## src/hw/fsp_pkg.sv

```systemverilog
package fsp_pkg;
	// ==========================================================
	// sector counts and timer width
	localparam int N_MAIN = 8;
	localparam int N_BOOT = 4;
	localparam int TW = 12;
	// ==========================================================
	// timing at the 20 MHz system clock
	localparam int CLK_PERIOD_NS = 50;
	localparam int WINDOW_NOM_US = 100;
	localparam int WINDOW_MARGIN_PCT = 20;
	localparam int WINDOW_CYC =
		(WINDOW_NOM_US * (100 + WINDOW_MARGIN_PCT) / 100) * 1000 / CLK_PERIOD_NS;
	localparam int BLANK_US = 100;
	localparam int BLANK_CYC = BLANK_US * 1000 / CLK_PERIOD_NS;
	// ==========================================================
	// instruction coding
	localparam logic [11:0] UNLOCK1_ADDR = 12'h555;
	localparam logic [11:0] UNLOCK2_ADDR = 12'haaa;
	localparam logic [7:0] UNLOCK1_DATA = 8'haa;
	localparam logic [7:0] UNLOCK2_DATA = 8'h55;
	localparam logic [7:0] CMD_PROGRAM = 8'ha0;
	localparam logic [7:0] CMD_ERASE_SETUP = 8'h80;
	localparam logic [7:0] CMD_SECTOR_ERASE = 8'h30;
	localparam logic [7:0] CMD_BULK_ERASE = 8'h10;
	localparam logic [7:0] CMD_PROT_READ = 8'h90;
	localparam logic [7:0] CMD_RESET = 8'hf0;
	// protection read: a6, a1, a0 must be 0, 1, 0
	localparam logic [11:0] PROT_ADDR_MASK = 12'h043;
	localparam logic [11:0] PROT_ADDR_MATCH = 12'h002;
	localparam logic [7:0] PROT_YES = 8'h01;
	localparam logic [7:0] PROT_NO = 8'h00;
	// ==========================================================
	// status byte layout
	localparam int DATA_POLL_POS = 7;
	localparam int TOGGLE_POS = 6;
	localparam int ERROR_POS = 5;
	localparam int WINDOW_POS = 3;
	// ==========================================================
	// protection registers in i/o space
	localparam logic [11:0] IO_MAIN_PROT = 12'h0c0;
	localparam logic [11:0] IO_BOOT_PROT = 12'h0c2;
	// ==========================================================
	// controller registers on avalon-mm
	localparam logic [3:0] REG_CTRL = 4'h0;
	localparam logic [3:0] REG_ADDR = 4'h4;
	localparam logic [3:0] REG_DATA = 4'h8;
	localparam logic [3:0] REG_STATUS = 4'hc;
	localparam logic [2:0] OP_PROGRAM = 3'h1;
	localparam logic [2:0] OP_SECTOR_ERASE = 3'h2;
	localparam logic [2:0] OP_BULK_ERASE = 3'h3;
	localparam logic [2:0] OP_PROT_READ = 3'h4;
	localparam logic [2:0] OP_READ = 3'h5;
	localparam logic [2:0] OP_RESET = 3'h6;
	localparam logic [2:0] OP_IO_READ = 3'h7;
endpackage

```

## src/hw/fsp_bus_if.sv

```systemverilog
`timescale 1ns/100ps
`default_nettype none
interface fsp_bus_if;
	logic [11:0] addr;
	logic [7:0] wdata;
	logic [7:0] rdata;
	logic wr_strobe;
	logic rd_strobe;
	logic io_select;
	logic [fsp_pkg::N_MAIN-1:0] main_sector_select;
	logic [fsp_pkg::N_BOOT-1:0] boot_sector_select;
	logic flash_ready;
	modport dev (
		input addr, wdata, wr_strobe, rd_strobe, io_select,
		input main_sector_select, boot_sector_select,
		output rdata, flash_ready
	);
	modport mcu (
		output addr, wdata, wr_strobe, rd_strobe, io_select,
		output main_sector_select, boot_sector_select,
		input rdata, flash_ready
	);
endinterface
`default_nettype wire

```

## src/hw/fsp_flash_dev.sv

```systemverilog
// Local design decisions: register access over Avalon-MM and the register addresses.
`timescale 1ns/100ps
`default_nettype none
// Functional notes
// (RULE1) protection read: three writes, then read
// (RULE2) protection read gives 01h protected, 00h not
// (RULE3) status readable any number of times
// (RULE4) status: poll, toggle, error, window bits
// (RULE5) programming: poll bit is complement, then true
// (RULE6) status valid after fourth or sixth write
// (RULE7) erase: poll bit zero, then array data
// (RULE8) program to protected sector is ignored
// (RULE9) all-protected erase: busy 100 us, no erase
// (RULE10) toggle bit flips on each busy read
// (RULE11) error bit set on failed program or erase
// (RULE12) error bit cleared by reset instruction
// (RULE13) erase window bit low for window period
// (RULE14) erase sets ones; program clears bits only
// (RULE15) controller waits for completion before next op
// (RULE16) data polling compares bit 7, rechecks on error
// (RULE17) toggle check: equal reads mean done
// (RULE18) erase status readable inside erased sector
// (RULE19) controller re-reads programmed byte to verify
// (RULE20) controller stops using a failed sector
// (RULE21) protection registers readable in i/o space
// (RULE22) unlock writes aa@555, 55@aaa, then command
// (RULE23) reset instruction needed after protection read, error
// (RULE24) ready output low while algorithm runs
module fsp_flash_dev #(
	parameter int DEPTH = 4,
	parameter int PROG_CYC = 40,
	parameter int ERASE_CYC = 400
) (
	// clock and reset
	input wire logic clk,
	input wire logic reset,
	// microcontroller bus
	fsp_bus_if.dev bus,
	// protection settings and fault injection
	input wire logic [fsp_pkg::N_MAIN-1:0] prot_main,
	input wire logic [fsp_pkg::N_BOOT-1:0] prot_boot,
	input wire logic force_fail
);
	// ==========================================================
	// types and constants
	localparam int SECS = fsp_pkg::N_MAIN + fsp_pkg::N_BOOT;
	localparam int AW = $clog2(DEPTH);
	localparam logic [fsp_pkg::TW-1:0] PROG_T = fsp_pkg::TW'(PROG_CYC);
	localparam logic [fsp_pkg::TW-1:0] ERASE_T = fsp_pkg::TW'(ERASE_CYC);
	localparam logic [fsp_pkg::TW-1:0] WINDOW_T = fsp_pkg::TW'(fsp_pkg::WINDOW_CYC);
	localparam logic [fsp_pkg::TW-1:0] BLANK_T = fsp_pkg::TW'(fsp_pkg::BLANK_CYC);

	typedef enum logic [3:0] {
		S_READ, S_UNL1, S_UNL2, S_PROG_DATA, S_ER_UNL0, S_ER_UNL1, S_ER_UNL2,
		S_PROT, S_WINDOW, S_PROG_BUSY, S_ERASE_BUSY, S_BLANK, S_ERROR
	} fsp_dev_st_t;

	typedef struct packed {
		fsp_dev_st_t st;
		logic [fsp_pkg::TW-1:0] timer;
		logic [SECS-1:0] erase_mask;
		logic [3:0] psec;
		logic [AW-1:0] paddr;
		logic [7:0] pdata;
		logic is_prog;
		logic toggle;
		logic error;
		logic [7:0] rdata;
		logic ready;
		logic [SECS*DEPTH*8-1:0] mem;
	} fsp_dev_q_t;

	if (DEPTH < 2 || (DEPTH & (DEPTH - 1)) != 0 || PROG_CYC < 1 || PROG_CYC > 4095 ||
		ERASE_CYC < 1 || ERASE_CYC > 4095) begin : g_bad_param
		$error("fsp_flash_dev: unsupported parameter value");
	end

	// ==========================================================
	// helpers
	function automatic logic [3:0] first_set(input logic [SECS-1:0] v);
		first_set = 4'h0;
		for (int i = SECS - 1; i >= 0; i--) begin
			if (v[i]) begin
				first_set = 4'(i);
			end
		end
	endfunction

	function automatic int unsigned bit_at(input logic [3:0] s, input logic [AW-1:0] o);
		return (int'(s) * DEPTH + int'(o)) * 8;
	endfunction

	fsp_dev_q_t q_ff;
	fsp_dev_q_t nxt_q;
	logic [SECS-1:0] sel;
	logic [SECS-1:0] prot;
	logic [3:0] sidx;
	logic [AW-1:0] boff;
	logic [7:0] old_p;
	logic wr;
	logic rd;
	logic hit1;
	logic hit2;
	logic busy;

	assign sel = {bus.boot_sector_select, bus.main_sector_select};
	assign prot = {prot_boot, prot_main};
	assign sidx = first_set(sel);
	assign boff = bus.addr[AW-1:0];
	assign old_p = q_ff.mem[bit_at(q_ff.psec, q_ff.paddr) +: 8];
	// array accesses without a sector select are not for this flash
	assign wr = bus.wr_strobe && |sel && !bus.io_select;
	assign rd = bus.rd_strobe && |sel && !bus.io_select;
	assign hit1 = bus.addr == fsp_pkg::UNLOCK1_ADDR && bus.wdata == fsp_pkg::UNLOCK1_DATA;
	assign hit2 = bus.addr == fsp_pkg::UNLOCK2_ADDR && bus.wdata == fsp_pkg::UNLOCK2_DATA;
	assign busy = q_ff.st inside {S_PROG_BUSY, S_ERASE_BUSY, S_BLANK};

	assign bus.rdata = q_ff.rdata;
	assign bus.flash_ready = q_ff.ready;

	// ==========================================================
	// next state
	always_comb begin
		logic go_erase;
		logic [7:0] stat;
		nxt_q = q_ff;
		go_erase = 1'b0;
		stat = 8'h00;
		// bits 4, 2, 1, 0 carry no meaning and read as zero
		stat[fsp_pkg::DATA_POLL_POS] = q_ff.is_prog && !q_ff.pdata[7]; // [RULE4] [RULE5] [RULE7]
		stat[fsp_pkg::TOGGLE_POS] = q_ff.toggle; // [RULE4]
		stat[fsp_pkg::ERROR_POS] = q_ff.error; // [RULE4]
		stat[fsp_pkg::WINDOW_POS] = q_ff.st != S_WINDOW; // [RULE4] [RULE13]

		if (busy) begin
			// writes are ignored while an algorithm runs
			if (q_ff.timer != '0) begin
				nxt_q.timer = q_ff.timer - fsp_pkg::TW'(1);
			end else begin
				nxt_q.st = S_READ;
				nxt_q.ready = 1'b1; // [RULE24]
				nxt_q.erase_mask = '0;
				if (q_ff.st != S_BLANK) begin
					if (force_fail || (q_ff.st == S_PROG_BUSY && (old_p & q_ff.pdata) != q_ff.pdata)) begin
						nxt_q.st = S_ERROR; // [RULE11]
						nxt_q.error = 1'b1; // [RULE11]
					end else if (q_ff.st == S_PROG_BUSY) begin
						nxt_q.mem[bit_at(q_ff.psec, q_ff.paddr) +: 8] = q_ff.pdata; // [RULE14]
					end else begin
						for (int s = 0; s < SECS; s++) begin
							if (q_ff.erase_mask[s] && !prot[s]) begin
								nxt_q.mem[s*DEPTH*8 +: DEPTH*8] = '1; // [RULE14]
							end
						end
					end
				end
			end
		end else if (wr) begin
			if (bus.wdata == fsp_pkg::CMD_RESET) begin
				nxt_q.st = S_READ; // [RULE23]
				nxt_q.error = 1'b0; // [RULE12]
				nxt_q.erase_mask = '0;
				nxt_q.ready = 1'b1;
			end else begin
				unique case (q_ff.st)
					S_READ: begin
						nxt_q.st = hit1 ? S_UNL1 : S_READ; // [RULE22]
					end
					S_UNL1: begin
						nxt_q.st = hit2 ? S_UNL2 : S_READ; // [RULE22]
					end
					S_UNL2: begin
						nxt_q.st = S_READ;
						if (bus.addr == fsp_pkg::UNLOCK1_ADDR) begin
							if (bus.wdata == fsp_pkg::CMD_PROGRAM) begin
								nxt_q.st = S_PROG_DATA;
							end else if (bus.wdata == fsp_pkg::CMD_ERASE_SETUP) begin
								nxt_q.st = S_ER_UNL0;
							end else if (bus.wdata == fsp_pkg::CMD_PROT_READ) begin
								nxt_q.st = S_PROT; // [RULE1] [RULE22]
							end
						end
					end
					S_PROG_DATA: begin
						nxt_q.st = S_READ;
						if (!prot[sidx]) begin // [RULE8]
							nxt_q.st = S_PROG_BUSY; // [RULE6]
							nxt_q.timer = PROG_T;
							nxt_q.psec = sidx;
							nxt_q.paddr = boff;
							nxt_q.pdata = bus.wdata;
							nxt_q.is_prog = 1'b1;
							nxt_q.ready = 1'b0; // [RULE24]
						end
					end
					S_ER_UNL0: begin
						nxt_q.st = hit1 ? S_ER_UNL1 : S_READ;
					end
					S_ER_UNL1: begin
						nxt_q.st = hit2 ? S_ER_UNL2 : S_READ;
					end
					S_ER_UNL2, S_WINDOW: begin
						// anything but a sector erase, or a bulk erase at 555 before the window, aborts to array reads
						nxt_q.st = S_READ;
						nxt_q.ready = 1'b1;
						nxt_q.erase_mask = '0;
						nxt_q.is_prog = 1'b0;
						if (bus.wdata == fsp_pkg::CMD_SECTOR_ERASE) begin
							nxt_q.st = S_WINDOW; // [RULE6]
							nxt_q.erase_mask = q_ff.erase_mask | (SECS'(1) << sidx);
							nxt_q.timer = WINDOW_T; // [RULE13]
							nxt_q.ready = 1'b0; // [RULE24]
						end else if (bus.wdata == fsp_pkg::CMD_BULK_ERASE && q_ff.st == S_ER_UNL2 &&
							bus.addr == fsp_pkg::UNLOCK1_ADDR) begin
							nxt_q.erase_mask = '1;
							go_erase = 1'b1;
						end
					end
					S_PROT, S_ERROR: begin
						nxt_q.st = q_ff.st; // [RULE23]
					end
					default: begin
						nxt_q.st = S_READ;
					end
				endcase
			end
		end else if (q_ff.st == S_WINDOW) begin
			if (q_ff.timer != '0) begin
				nxt_q.timer = q_ff.timer - fsp_pkg::TW'(1);
			end else begin
				go_erase = 1'b1; // [RULE13]
			end
		end

		if (go_erase) begin
			nxt_q.ready = 1'b0; // [RULE24]
			if ((nxt_q.erase_mask & ~prot) == '0) begin
				nxt_q.st = S_BLANK; // [RULE9]
				nxt_q.timer = BLANK_T; // [RULE9]
			end else begin
				nxt_q.st = S_ERASE_BUSY;
				nxt_q.timer = ERASE_T;
			end
		end

		// reads
		if (rd) begin
			if (busy || q_ff.st == S_WINDOW || q_ff.st == S_ERROR) begin
				nxt_q.rdata = stat; // [RULE3] [RULE18]
				nxt_q.toggle = !q_ff.toggle; // [RULE10]
			end else if (q_ff.st == S_PROT) begin
				nxt_q.rdata = ((bus.addr & fsp_pkg::PROT_ADDR_MASK) == fsp_pkg::PROT_ADDR_MATCH &&
					prot[sidx]) ? fsp_pkg::PROT_YES : fsp_pkg::PROT_NO; // [RULE1] [RULE2]
			end else begin
				nxt_q.rdata = q_ff.mem[bit_at(sidx, boff) +: 8]; // [RULE5] [RULE7]
			end
		end else if (bus.rd_strobe && bus.io_select) begin
			if (bus.addr == fsp_pkg::IO_MAIN_PROT) begin
				nxt_q.rdata = 8'(prot_main); // [RULE21]
			end else if (bus.addr == fsp_pkg::IO_BOOT_PROT) begin
				nxt_q.rdata = 8'(prot_boot); // [RULE21]
			end else begin
				nxt_q.rdata = 8'h00;
			end
		end
	end

	// ==========================================================
	// state register; the array powers up erased
	always_ff @(posedge clk) begin
		if (reset) begin
			q_ff <= '0;
			q_ff.ready <= 1'b1;
			q_ff.mem <= '1;
		end else begin
			q_ff <= nxt_q;
		end
	end
endmodule
`default_nettype wire

```

## src/flat_wrapper.sv

```systemverilog
// flat-port wrapper written by rule: the top's interface ports become plain ports
module fsp_flash_dev_flat 
#(
	parameter int DEPTH = 4,
	parameter int PROG_CYC = 40,
	parameter int ERASE_CYC = 400
)
  (clk, reset, prot_main, prot_boot, force_fail, bus_addr, bus_wdata, bus_wr_strobe, bus_rd_strobe, bus_io_select, bus_main_sector_select, bus_boot_sector_select, bus_rdata, bus_flash_ready);
  fsp_bus_if bus_i ();
  input wire logic clk;
  input wire logic reset;
  input wire logic [fsp_pkg::N_MAIN-1:0] prot_main;
  input wire logic [fsp_pkg::N_BOOT-1:0] prot_boot;
  input wire logic force_fail;
  input wire logic [$bits(bus_i.addr)-1:0] bus_addr;
  input wire logic [$bits(bus_i.wdata)-1:0] bus_wdata;
  input wire logic [$bits(bus_i.wr_strobe)-1:0] bus_wr_strobe;
  input wire logic [$bits(bus_i.rd_strobe)-1:0] bus_rd_strobe;
  input wire logic [$bits(bus_i.io_select)-1:0] bus_io_select;
  input wire logic [$bits(bus_i.main_sector_select)-1:0] bus_main_sector_select;
  input wire logic [$bits(bus_i.boot_sector_select)-1:0] bus_boot_sector_select;
  output wire logic [$bits(bus_i.rdata)-1:0] bus_rdata;
  output wire logic [$bits(bus_i.flash_ready)-1:0] bus_flash_ready;
  assign bus_i.addr = bus_addr;
  assign bus_i.wdata = bus_wdata;
  assign bus_i.wr_strobe = bus_wr_strobe;
  assign bus_i.rd_strobe = bus_rd_strobe;
  assign bus_i.io_select = bus_io_select;
  assign bus_i.main_sector_select = bus_main_sector_select;
  assign bus_i.boot_sector_select = bus_boot_sector_select;
  assign bus_rdata = bus_i.rdata;
  assign bus_flash_ready = bus_i.flash_ready;
  fsp_flash_dev #(.DEPTH(DEPTH), .PROG_CYC(PROG_CYC), .ERASE_CYC(ERASE_CYC)) u_core (.clk(clk), .reset(reset), .bus(bus_i), .prot_main(prot_main), .prot_boot(prot_boot), .force_fail(force_fail));
endmodule
```

## config.mk

```make
export PLATFORM = sky130hd
export DESIGN_NAME = fsp_flash_dev_flat
export DESIGN_NICKNAME = d
export VERILOG_FILES = /design/src/hw/fsp_pkg.sv /design/src/hw/fsp_bus_if.sv /design/src/hw/fsp_flash_dev.sv /design/src/flat_wrapper.sv
export SDC_FILE = /design/constraint.sdc
export NUM_CORES = 2
export LEC_CHECK = 0
export BUFFER_PORTS_ARGS = -buffer_cell sky130_fd_sc_hd__buf_2
export CORE_MARGIN = 2
export CORE_UTILIZATION = 58
export DETAILED_ROUTE_END_ITERATION = 8
export PLACE_DENSITY = 0.74
export SETUP_SLACK_MARGIN = 0.4
export SLEW_MARGIN = 5
export SYNTH_ARGS = -nofsm -noshare
export SYNTH_HDL_FRONTEND = slang
export SYNTH_SLANG_ARGS = --single-unit
```

## constraint.sdc

```tcl
create_clock -name clk -period 4.6 [get_ports clk]
set_input_delay 0.46 -clock clk [delete_from_list [all_inputs] [get_ports clk]]
set_output_delay 0.46 -clock clk [all_outputs]
set_load 0.01 [all_outputs]
```

# After elaboration in Yosys (flattened, before gate mapping)
# Cells that the tools add are included.
# word_totals
out_inout_bits	9
input_bits	50
elab_cells	261
reg_bits	438
# classes
bitwise_logic	9
addsub	4
n_eq_ne	39
n_lt_le_gt_ge	1
n_mux	93
n_reduce_logical	87
shifts	5
# op_table
cell	count
384-bit 2-to-1 mux	3
384-bit by 33-bit indexed part select with 8-bit output	2
385-bit 2-to-1 mux	1
384-bit bitwise mux	1
32-bit 2-to-1 mux	12
8-bit by 34-bit variable shift with 384-bit output (first input constant)	1
8-bit by 34-bit indexed part select with 384-bit output	1
12-bit 2-to-1 mux	9
4-bit 2-to-1 mux	21
5-bit AND reduction	16
16-bit 2-to-1 mux	3
8-bit equality test (second input constant)	5
8-bit 2-to-1 mux	5
32-bit negation with 34-bit output	1
4-bit one-hot mux with 8 select lines	1
2-bit nonzero test	16
15-bit 2-to-1 mux	2
28-bit 2-to-1 mux	1
27-bit 2-to-1 mux	1
12-bit by 8-bit equality test with 1-bit output (second input constant)	2
1-bit logical AND	24
12-bit one-hot mux with 2 select lines	1
1-bit 2-to-1 mux	23
4-bit equality test (second input constant)	5
other kinds (44)	81

# Longest topological paths before layout
# logic_depth
ltp_word	23
ltp_mapped	20
ltp_nobuf	12

# Worst setup path before layout
# No wires, ideal clock.
# synth_path
kind	register to register
from	register u_core.q_ff[404] (netlist bit)
to	register u_core.q_ff[366] (netlist bit)
required_time_ns	4.459
setup_ns	0.141
arrival_time_ns	4.308
path_stages_with_launch	21
n_path_buf	10
synth_period_minus_slack_ns	4.450
slack_ns	0.150
path_cell_list	dfxtp_1 buf_6 buf_12 buf_12 buf_6 buf_2 buf_1 clkbuf_1 clkbuf_1 nor4_1 ha_1 nor2_1 nand2_1 nor2_1 nand2_1 or4b_2 or3_1 clkbuf_1 clkbuf_1 nand2_1 o211ai_1
# synth_between
elab_chain_len	8
elab_cells_between_ends	13
classes_between	add/sub (2); eq/ne (1); shift (3); mux (2); bitwise (2); reduce/logical (3)
# synth_lines
element	line	source
start, declared	fsp_flash_dev.sv:93	fsp_dev_q_t q_ff;
start signal, assigned	fsp_flash_dev.sv:276	q_ff <= nxt_q;
6-bit by 2-bit adder with 7-bit output *	fsp_flash_dev.sv:90	return (int'(s) * DEPTH + int'(o)) * 8;
384-bit by 33-bit indexed part select with 8-bit output	fsp_flash_dev.sv:110	assign old_p = q_ff.mem[bit_at(q_ff.psec, q_ff.paddr) +: 8];
8-bit AND	fsp_flash_dev.sv:144	if (force_fail || (q_ff.st == S_PROG_BUSY && (old_p & q_ff.pdata) != q_ff.pdata)) begin
8-bit inequality test	fsp_flash_dev.sv:144	
1-bit logical AND	fsp_flash_dev.sv:144	
1-bit logical OR	fsp_flash_dev.sv:144	
1-bit NOT (no source line)	n/a	
5-bit AND reduction (no source line)	n/a	
# Mark *: on every way between the ends. The rest lies on a longest branch, timed or not.
# A chain may end at the register's enable or synchronous reset.

# Worst setup path after layout
# layout_path
from	register u_core.q_ff[408] (netlist bit)
to	register u_core.q_ff[196] (netlist bit)
# Same word-level chain as after synthesis.

==> run metrics <==
Syn Area/Cell=around 9.2 sq um; post-route ant nets=0; fin nets=about 2900; first-pass GRT wire length=roughly 180000 microns; Clock Pin Slew Worst Setup and Hold Paths=0.06 ns; sequential share of the synthesized area=0.3466; Num CTS Buffers=47; nature of the critical path endpoint=register; Core Rows=76; final routed DRC violation total=1; Die Width=roughly 210 microns; Worst Setup Start Kind=register; Final Skew=0.03498 ns; Worst path top cell family by delay=compound AO/OA/AOI/OAI gates; met3 global-route usage=0.2608; final core occ=0.6621; number of global-route vias before repair=about 24000; delay of the slowest cell on the worst path=~0.73 ns; critical path class=register to register; TritonRoute pass-1 iters=9; Via Count=approximately 26000; total track usage=0.5544; Synth Area in Compound Gates=0.1613; Final setup violation count=0; highest clock rate=approximately 0.23 GHz; Cell variety after synth=97; YS warnings=0; mean routed wirelength per cell=roughly 37 microns; failing checks=DRC; Iter 0 DRT Violations=between 5000 and 6000; met2 Usage GRT=0.7556; Initial Util=0.5874; slowest CP cell=dfxtp_1; cell taking the most area after synthesis=dfxtp_1; Synth-to-Final Area Change=12.72%; Sink Count=438; commonest non-fill, non-tap cell in the layout=dfxtp_1; async set or reset register ratio after synthesis=0; Int Power=6495 uW; Die ar.=0.04531 sq mm; Power Dens Cells=316.2 mW/mm^2; Max Slew Vio Count=0; DR vias/cell=between 7 and 8; net switching power=between 2000 and 3000 uW; Post-CTS Hold Fix Bufs=0; sequential share of power=0.431; mux contribution to synthesized area=0.2358; Post-synth EDFFs=0; fin worst setup slack=approximately 0.28 ns; clock period minus worst slack=4.318 ns; GRT Residual Overflow=0; VDD IR-drop max=377.7 uV; crit path buf inv count=4; non-filler instance count after layout=about 3400; Main synth FF type=dfxtp_1; Switching Share=0.2797; placed insts=3334; simple-gate share of the synthesized area=0.1946; RSZ-0062 raised after global routing=yes; # IOs=between 50 and 60; Gate Count Post-Synth=between 2000 and 3000; Final Hold Viols=0; leakage power=about 0.011 uW; GPL Wtd Cong=around 1.2; H-tree depth=2; most frequent cells in the layout=435 x dfxtp_1, 429 x nand2_1, 239 x mux2i_1; clock buffer depth=3; worst relative slew slack=0.06234; crit-path max FO=18; number of port buffers=58; Post-Syn Area=between 0.02 and 0.03 sq mm; adder-cell share of the synthesized area=0.001484; core area=~0.043 sq mm; final worst-path cycle share=0.9387; Req. time, crit path=~5.1 ns; HP Class=primary input to register; worst skew pair latency=0.63 ns; layout cells sized above 1=0.1955; root buf cell=clkbuf_16; Post-Route WL=approximately 130000 microns; initial antenna violation count=14; Die Ht=about 210 microns; #FFs+latches synth=between 400 and 500; Synth area leaders=dfxtp_1 35%, mux4_2 13%, mux2i_1 9.5%; part of the power in the clock network=0.451; CTS tree=done; largest net degree at the start of global routing=roughly 100; GR Util met1=0.6774; GR peak layer=met2; CP arrival=about 4.8 ns; combinational share of power=0.119; post-route setup TNS=0 ns; max-cap viol count=0; area share of the largest cell type after synthesis=0.3466; worst path cell trace=buf_4 -> nor4bb_1 -> buf_4 -> a22o_1 -> a31oi_1 -> nand3_1 -> o21ai_1 -> nor4_4 -> o211ai_2 -> nand4b_1 -> buf_12 -> nor2_1 -> buf_4 -> a311o_1; hpwl dp=a little over 90000 microns; xor-xnor portion of the synthesized cell area=0.004500; largest family of logic cells by synthesized area=multiplexers; status=complete, but fails checks; CP most frequent cell=buf_4; Mapped Nets=~2800; pre-CTS setup slack=-0.1497 ns; Worst-Margin Slew=1.400 ns
==> worst paths after layout <==
check,from,endpoint,slack (ns),cells past startpoint
worst max-delay path,u_core.q_ff[408],u_core.q_ff[196],0.28,14
worst min-delay path,bus_wdata[1],u_core.q_ff[397],0.20,3
worst max register to register,u_core.q_ff[408],u_core.q_ff[196],0.28,14
worst min register to register,u_core.bus.rdata[7],u_core.bus.rdata[7],0.46,2
==> cells in the mapped netlist (all sizes together), types with 13 or more instances <==
cell type	number
a21oi	95
a22oi	41
a31oi	44
and2	24
and3	23
buf	88
clkbuf	154
dfxtp	438
inv	35
mux2i	241
mux4	154
nand2	429
nand3	121
nor2	212
nor2b	19
nor3	78
nor4	18
o211ai	116
o21a	13
o21ai	101
o311ai	42
or3	26
or4	22
==> metrics by stage <==
step	power, uW	cell area (sq um)	hold slack (ns)
final	9017	28520	0.2037
after global routing	9181	28500	0.2194
after CTS	8922	28430	0.1925
after detailed placement	4974	26680	0.4516
after global placement	4952	26680	0.4450
after floorplan	4619	25310	0.4323
==> registers in the layout (all words and copies together) (netlist names) <==
name / flops
u_core.bus.rdata: 8
u_core.q_ff: 429
u_core.bus.flash_ready: 1
==> timing repair <==
| item | in CTS | in global routing |
|---|---|---|
| resized for setup | 6 | 13 |
| setup endpoints to repair | 386 | 175 |
| buffers inserted | 9 | 0 |
==> power by group through the flow <==
stage	logic, uW	registers, uW	clock network [uW]
finish	1070	3880	4060
detailed placement	1010	3970	0
global route	1130	3890	4160
global placement	989	3960	0
CTS	1020	3880	4020
floorplan	677	3940	0
==> worst min-delay path, cell delays in order <==
cell and delay [ns]:
buf_2 0.13, mux2i_1 0.09, nor2_1 0.08
==> cells by family (layout without fill, tap and decap cells) <==
| group | count (synthesis) | count (layout) |
|---|---|---|
| flops | 438 | 438 |
| fa+ha+maj | 3 | 3 |
| other cells | 0 | 8 |
| compound gates | 582 | 582 |
| xor+xnor | 13 | 13 |
| mux | 400 | 400 |
| buf+inv | 282 | 369 |
| simple gates | 1039 | 1039 |
==> metal layers <==
| metal | up-vias | share of wire |
|---|---|---|
| met4 | 21 | 0.095 |
| met1 | 12640 | 0.34 |
| met3 | 738 | 0.17 |
| met5 | - | 0.0040 |
| met2 | 2618 | 0.39 |
| li1 | 10410 | - |
==> cell type report <==
type,instances,area (sq um)
tap,585,732.0
sequential,438,8777
multi-input combinational,2037,15270
fill,3406,14560
inverter,35,138.9
timing repair buffer,249,1966
clock inverter,24,307.8
antenna,8,20.02
clock buffer,61,1310
Power figures use the tool's default switching activity.
